$ cat src/design/psr4_map.svh
`ifndef PSR4_MAP_SVH
`define PSR4_MAP_SVH

// register width and reset contents
`define PSR4_WIDTH      4
`define PSR4_RESET_VAL  4'h0

// first-stage control encoding {set, clear_inv}
`define PSR4_FS_CLEAR   2'h0
`define PSR4_FS_HOLD    2'h1
`define PSR4_FS_TOGGLE  2'h2
`define PSR4_FS_SET     2'h3

`endif

$ cat src/design/psr4_pkg.sv
package psr4_pkg;

    // inputs sampled just before a shift clock edge
    typedef struct packed {
        logic       shift_not_load_select;
        logic       first_set;
        logic       first_clear_inv;
        logic [3:0] parallel_in;
    } psr4_ctrl_type;

endpackage : psr4_pkg

$ cat src/design/psr4_sync.sv
`timescale 1ns/1ps
// two-flop synchroniser for a group of pin inputs
module psr4_sync #(
    parameter int WIDTH = 1
) (
    // clock and reset
    input  wire logic             sys_clk_i,
    input  wire logic             rst_i,
    input  wire logic             clk_en_i,
    // pins
    input  wire logic [WIDTH-1:0] async_i,
    output logic      [WIDTH-1:0] sync_o
);
    logic [WIDTH-1:0] meta;

    // first flop is read only by the second
    always_ff @(posedge sys_clk_i)
    begin
        if (rst_i)
        begin
            meta   <= '0;
            sync_o <= '0;
        end
        else if (clk_en_i)
        begin
            meta   <= async_i;
            sync_o <= meta;
        end
    end
endmodule : psr4_sync

$ cat src/design/psr4_shift_reg.sv
`timescale 1ns/1ps
`include "psr4_map.svh"
// Contract
// - clear low forces all stages low and inverted last stage high, overriding all
// - shift with set and clear_inv high: stage 0 set, others shift
// - shift with both low: stage 0 cleared, others shift
// - shift with set high, clear_inv low: stage 0 toggles, others shift
// - shift with set low, clear_inv high: stage 0 holds, others shift
// - inputs sampled before rising shift clock edge; outputs change only then or when clear goes low
// - load mode copies parallel inputs into stages, ignoring serial controls
module psr4_shift_reg
    import psr4_pkg::*;
#(
    parameter int WIDTH = `PSR4_WIDTH
) (
    // system clock, reset, enable
    input  wire logic             sys_clk_i,
    input  wire logic             rst_i,
    input  wire logic             clk_en_i,
    // device pins
    input  wire logic             shift_clock_in_i,
    input  wire logic             async_clear_n_i,
    input  wire logic             shift_not_load_select_i,
    input  wire logic             first_set_i,
    input  wire logic             first_clear_inv_i,
    input  wire logic [WIDTH-1:0] parallel_in_i,
    // stage outputs
    output logic      [WIDTH-1:0] stage_out_o,
    output logic                  last_stage_out_inv_o
);
    localparam int SW = WIDTH + 5;

    logic [SW-1:0]    sync_bus;
    logic [WIDTH-1:0] stage;
    logic [WIDTH-1:0] next_stage;
    logic             clk_d;
    logic             clk_rise;
    logic             clear_n_s;
    psr4_ctrl_type    ctrl;

    // every pin is outside this clock domain
    psr4_sync #(
        .WIDTH (SW)
    ) u_sync (
        .sys_clk_i (sys_clk_i),
        .rst_i     (rst_i),
        .clk_en_i  (clk_en_i),
        .async_i   ({shift_clock_in_i, async_clear_n_i, shift_not_load_select_i,
                     first_set_i, first_clear_inv_i, parallel_in_i}),
        .sync_o    (sync_bus)
    );

    // unpack synchronised pins; data travel in step with the clock pin
    assign clear_n_s                  = sync_bus[SW-2];
    assign ctrl.shift_not_load_select = sync_bus[SW-3];
    assign ctrl.first_set             = sync_bus[SW-4];
    assign ctrl.first_clear_inv       = sync_bus[SW-5];
    assign ctrl.parallel_in           = sync_bus[WIDTH-1:0];

    // edge detect on the synchronised shift clock
    always_ff @(posedge sys_clk_i)
    begin
        if (rst_i)
            clk_d <= 1'b0;
        else if (clk_en_i)
            clk_d <= sync_bus[SW-1];
    end

    // clk_d keeps tracking the clock during clear, so a clear release while the clock is high is not seen as an edge
    assign clk_rise = sync_bus[SW-1] & ~clk_d;

    // next value from the state just before the edge
    always_comb
    begin
        next_stage = stage;
        if (!ctrl.shift_not_load_select)
            next_stage = ctrl.parallel_in;
        else
        begin
            next_stage = {stage[WIDTH-2:0], stage[0]};
            unique case ({ctrl.first_set, ctrl.first_clear_inv})
                `PSR4_FS_SET:    next_stage[0] = 1'b1;
                `PSR4_FS_CLEAR:  next_stage[0] = 1'b0;
                `PSR4_FS_TOGGLE: next_stage[0] = ~stage[0];
                `PSR4_FS_HOLD:   next_stage[0] = stage[0];
            endcase
        end
    end

    // stages move only on a detected edge; clear overrides everything
    always_ff @(posedge sys_clk_i)
    begin
        if (rst_i)
            stage <= `PSR4_RESET_VAL;
        else if (clk_en_i)
        begin
            if (!clear_n_s)
                stage <= `PSR4_RESET_VAL;
            else if (clk_rise)
                stage <= next_stage;
        end
    end

    // clear gated combinationally so outputs fall without waiting for a pin edge
    assign stage_out_o          = clear_n_s ? stage : `PSR4_RESET_VAL;
    assign last_stage_out_inv_o = ~stage_out_o[WIDTH-1];

endmodule : psr4_shift_reg

$ cat config.mk
export PLATFORM = sky130hd
export DESIGN_NAME = psr4_shift_reg
export DESIGN_NICKNAME = d
export VERILOG_FILES = /design/src/design/psr4_pkg.sv /design/src/design/psr4_sync.sv /design/src/design/psr4_shift_reg.sv
export VERILOG_INCLUDE_DIRS = /design/src /design/src/design
export SDC_FILE = /design/constraint.sdc
export NUM_CORES = 1
export LEC_CHECK = 0
export BUFFER_PORTS_ARGS = -buffer_cell sky130_fd_sc_hd__buf_4
export CORE_MARGIN = 5
export CORE_UTILIZATION = 33
export DETAILED_ROUTE_END_ITERATION = 6
export GPL_TIMING_DRIVEN = 0
export PLACE_DENSITY = 0.58
export SYNTH_ARGS = -nofsm -noshare
export SYNTH_HDL_FRONTEND = slang
export SYNTH_SLANG_ARGS = --single-unit
export TNS_END_PERCENT = 20
$ cat constraint.sdc
create_clock -name sys_clk_i -period 0.93 [get_ports sys_clk_i]
set_clock_uncertainty 0.1 [all_clocks]
set_input_delay 0.186 -clock sys_clk_i [delete_from_list [all_inputs] [get_ports sys_clk_i]]
set_output_delay 0.186 -clock sys_clk_i [all_outputs]
set_load 0.005 [all_outputs]
==> results by group <==
Place
  – GPL Wtd Cong: roughly 0.68
  – Dpl cells: 136
  – Area after DPL: 1090 µm²
  – I/O Buffers: 15
  – DPL Wire Length: roughly 1300 µm

STA
  – Final setup margin: -0.289 ns
  – Setup TNS: -1.97 ns
  – Setup violations, final: 9
  – Final min period: 1.22 ns
  – Fin crit share: 131%
  – Endpoints failing hold: 0
  – Unrepaired setup endpoints after global routing: yes
  – Final max-slew violation count: 0
  – Slew margin rel.: 88.7%
  – Maximum clock frequency: 0.820 GHz
  – Least-Margin Pin Slew: 0.165 ns

Global route
  – Vias in the first global route: 710
  – Grt total ovfl: 0
  – First-pass GRT wire length: a little over 3000 µm
  – Largest net degree at the start of global routing: 13
  – Antenna violations before repair: 0
  – GRT Util Overall: 9.56%

Clock tree
  – Num CTS Buffers: 3
  – Max clock buf depth: 2
  – Clock root cell: clkbuf_4
  – Insertion delay to the later sink of the worst-skew pair: roughly 0.30 ns
  – Clock-pin slew on the worst setup and hold paths: 0.12 ns
  – CTS sink count: 23
  – H-tree depth: 1
  – CTS tree: yes

Drt
  – DR WL/cell: around 12 µm
  – Vias per cell: 4.67
  – DRC: 0
  – First-pass DRT Iterations: 2
  – Routed Antenna Nets: 0
  – Vias: 673
  – Routed WL: 1750 µm
  – Iter 0 DRT Violations: 8

Synth
  – Sequential share of the synthesized area: 49.7%
  – Top cell type's share of synthesized area: 49.7%
  – Fraction of registers with async set or reset after synthesis: 0%
  – Area leader, netlist: dfxtp_1
  – Synth Cell Area: 926 µm²
  – Most frequent cells after synthesis: 23 x dfxtp_1, 22 x mux2i_1, 21 x nor2_1, 5 x inv_1, 4 x buf_2
  – Most frequent cell after synthesis: dfxtp_1
  – Mapped Nets: 102
  – Avg Inst Size Synth: roughly 10 µm²
  – Main synth FF type: dfxtp_1
  – Yosys cell types: 16
  – Yosys warning count: 0
  – Top post-synthesis cells by area: dfxtp_1 50%, mux2i_1 24%, nor2_1 8.5%, o2bb2ai_1 2.8%, buf_2 2.2%
  – EDFF count, synth: 0
  – Post-synthesis instance total: 90
  – Number of synthesized register bits: 23

Critical path
  – Worst EP required: 0.64 ns
  – R2r setup slk: -0.24 ns
  – CP endpoint: stage_out_o[2]
  – Setup CP Type: register to primary output
  – RR Startpoint: u_sync.sync_o[7]$_SDFFE_PP0P_
  – CP Capture Type: primary output
  – Crit path launch: u_sync.sync_o[7]$_SDFFE_PP0P_
  – R2r endpoint: stage[0]$_SDFFE_PP0P_
  – Startpoint Class: register
  – R2r worst-path depth: 4
  – Max Fanout on Critical Path: 5
  – CP Data Arrival Time: between 0.9 and 1 ns

Floorplanning
  – # IOs: 17
  – # rows: 19
  – Placeable Area: 2730 µm²
  – Die Height: roughly 63 µm
  – Die area: roughly 4000 µm²
  – Die W: 63.0 µm
  – Initial Util: between 30% and 40%

Finish
  – Share of layout cells above drive strength 1: 34.5%
  – Cell area after layout: 1180 µm²
  – Inserted Diodes: 0
  – Filler-free cell count of the finished design: roughly 140
  – Area Overhead vs Synth: 27.3%
  – Final net count: 126

Outcome
  – Status: finished with violations
  – Failing checks: setup timing

Pwr
  – Maximum vdd ir drop: 0.658 mV
  – Leak: 0.520 nW
  – Switching part of the total power: 23.3%
  – Sequential Power Share: 61.7%
  – Combinational power share: 11.7%
  – Clock network fraction of total power: 26.6%
  – Power Dens Cells: 1440 nW/µm²
  – Int Power: 1.30 mW
  – Sw power: 0.396 mW

Min path
  – Hold Crit Class: input port to register

Job
  – MaxCap Viol Count: 0
-- critical path, stage by stage, from the launching register on --
cell	delay, ns
dfxtp_4	0.39
and2_4	0.14
buf_6	0.10
-- stage by stage --
| stage | total power, mW | worst slack, ns | utilization (%) | hold WS [ns] |
|---|---|---|---|---|
| 5_1_grt | 1.77 | -0.346 | 43.1 | 0.0164 |
| 4_1_cts | 1.72 | -0.314 | 42.9 | 0.00152 |
| 6_report | 1.70 | -0.289 | 43.1 | 0.00547 |
| 3_3_place_gp | 1.25 | -0.112 | 39.9 | 0.321 |
| 2_1_floorplan | 1.19 | -0.0356 | - | 0.233 |
| 3_5_place_dp | 1.25 | -0.148 | 39.9 | 0.329 |
-- sequential cells by signal (all words and copies together), names as in the netlist --
name	flops
stage	4
clk_d	1
u_sync.meta	9
u_sync.sync_o	9
-- metal layers --
metal	vias up	global-route usage (%)	share of wire (%)
met5	-	0	0
met4	0	4.77	1.8
met2	9	16.2	50
li1	349	-	-
met3	5	1.62	2.0
met1	310	11.5	46
-- placed cells by master (no fill, tap or decap) --
cell type	count
a2bb2oi_1	1
a311oi_2	1
and2_4	2
and2b_2	1
buf_2	3
buf_4	18
buf_6	3
clkbuf_1	1
clkbuf_4	3
dfxtp_1	21
dfxtp_2	1
dfxtp_4	1
dlygate4sd3_1	1
inv_1	3
inv_2	2
mux2i_1	22
nand2_2	1
nand2b_4	1
nand4b_1	1
nor2_1	20
nor2_2	1
o221ai_1	1
o22ai_4	1
o2bb2ai_1	3
-- layout make-up --
type                       count  area, µm²
inverter                       5       18.8
timing repair buffer          19        153
multi-input combinational     56        435
fill                         276       1560
buffer                         6       41.3
sequential                    23        465
clock buffer                   4       26.3
tap                           31       38.8
-- logic make-up (layout without fill, tap and decap cells) --
kind of cell | Yosys count | after routing | synth area share, %
multiplexers | 22 | 22 | 23.8
AND/OR/NAND/NOR | 27 | 27 | 13.0
AO/OA/AOI/OAI | 7 | 7 | 7.70
flip-flops | 23 | 23 | 49.7
buffers and inverters | 11 | 34 | 5.81
-- worst min path at each step --
stage | start | slack [ns] | cells past startpoint | end
CTS | parallel_in_i[3] | 0.002 | 3 | u_sync.meta[3]$_SDFFE_PP0P_
detailed placement | async_clear_n_i | 0.33 | 3 | u_sync.meta[7]$_SDFFE_PP0P_
global placement | async_clear_n_i | 0.32 | 3 | u_sync.meta[7]$_SDFFE_PP0P_
floorplan | parallel_in_i[0] | 0.23 | 2 | u_sync.meta[0]$_SDFFE_PP0P_
global route | first_set_i | 0.02 | 3 | u_sync.meta[5]$_SDFFE_PP0P_
finish | parallel_in_i[0] | 0.005 | 3 | u_sync.meta[0]$_SDFFE_PP0P_
-- repair_timing --
item                                    4_1_cts  5_1_grt
hold endpoints to repair                      1        0
pin swaps                                     3        0
gates resized for setup                       9        3
buffers inserted                              3        0
endpoints found under the setup margin        9       10
hold buffers                                  1        0
-- power by group through the flow --
stage / registers (mW) / logic, mW / clock network [mW]
after floorplan: 1.07 / 0.125 / 0
after global placement: 1.07 / 0.175 / 0
after detailed placement: 1.07 / 0.181 / 0
after CTS: 1.05 / 0.201 / 0.472
after global routing: 1.05 / 0.220 / 0.503
final: 1.05 / 0.199 / 0.451
No activity file was read; power rests on OpenSTA's default activity.
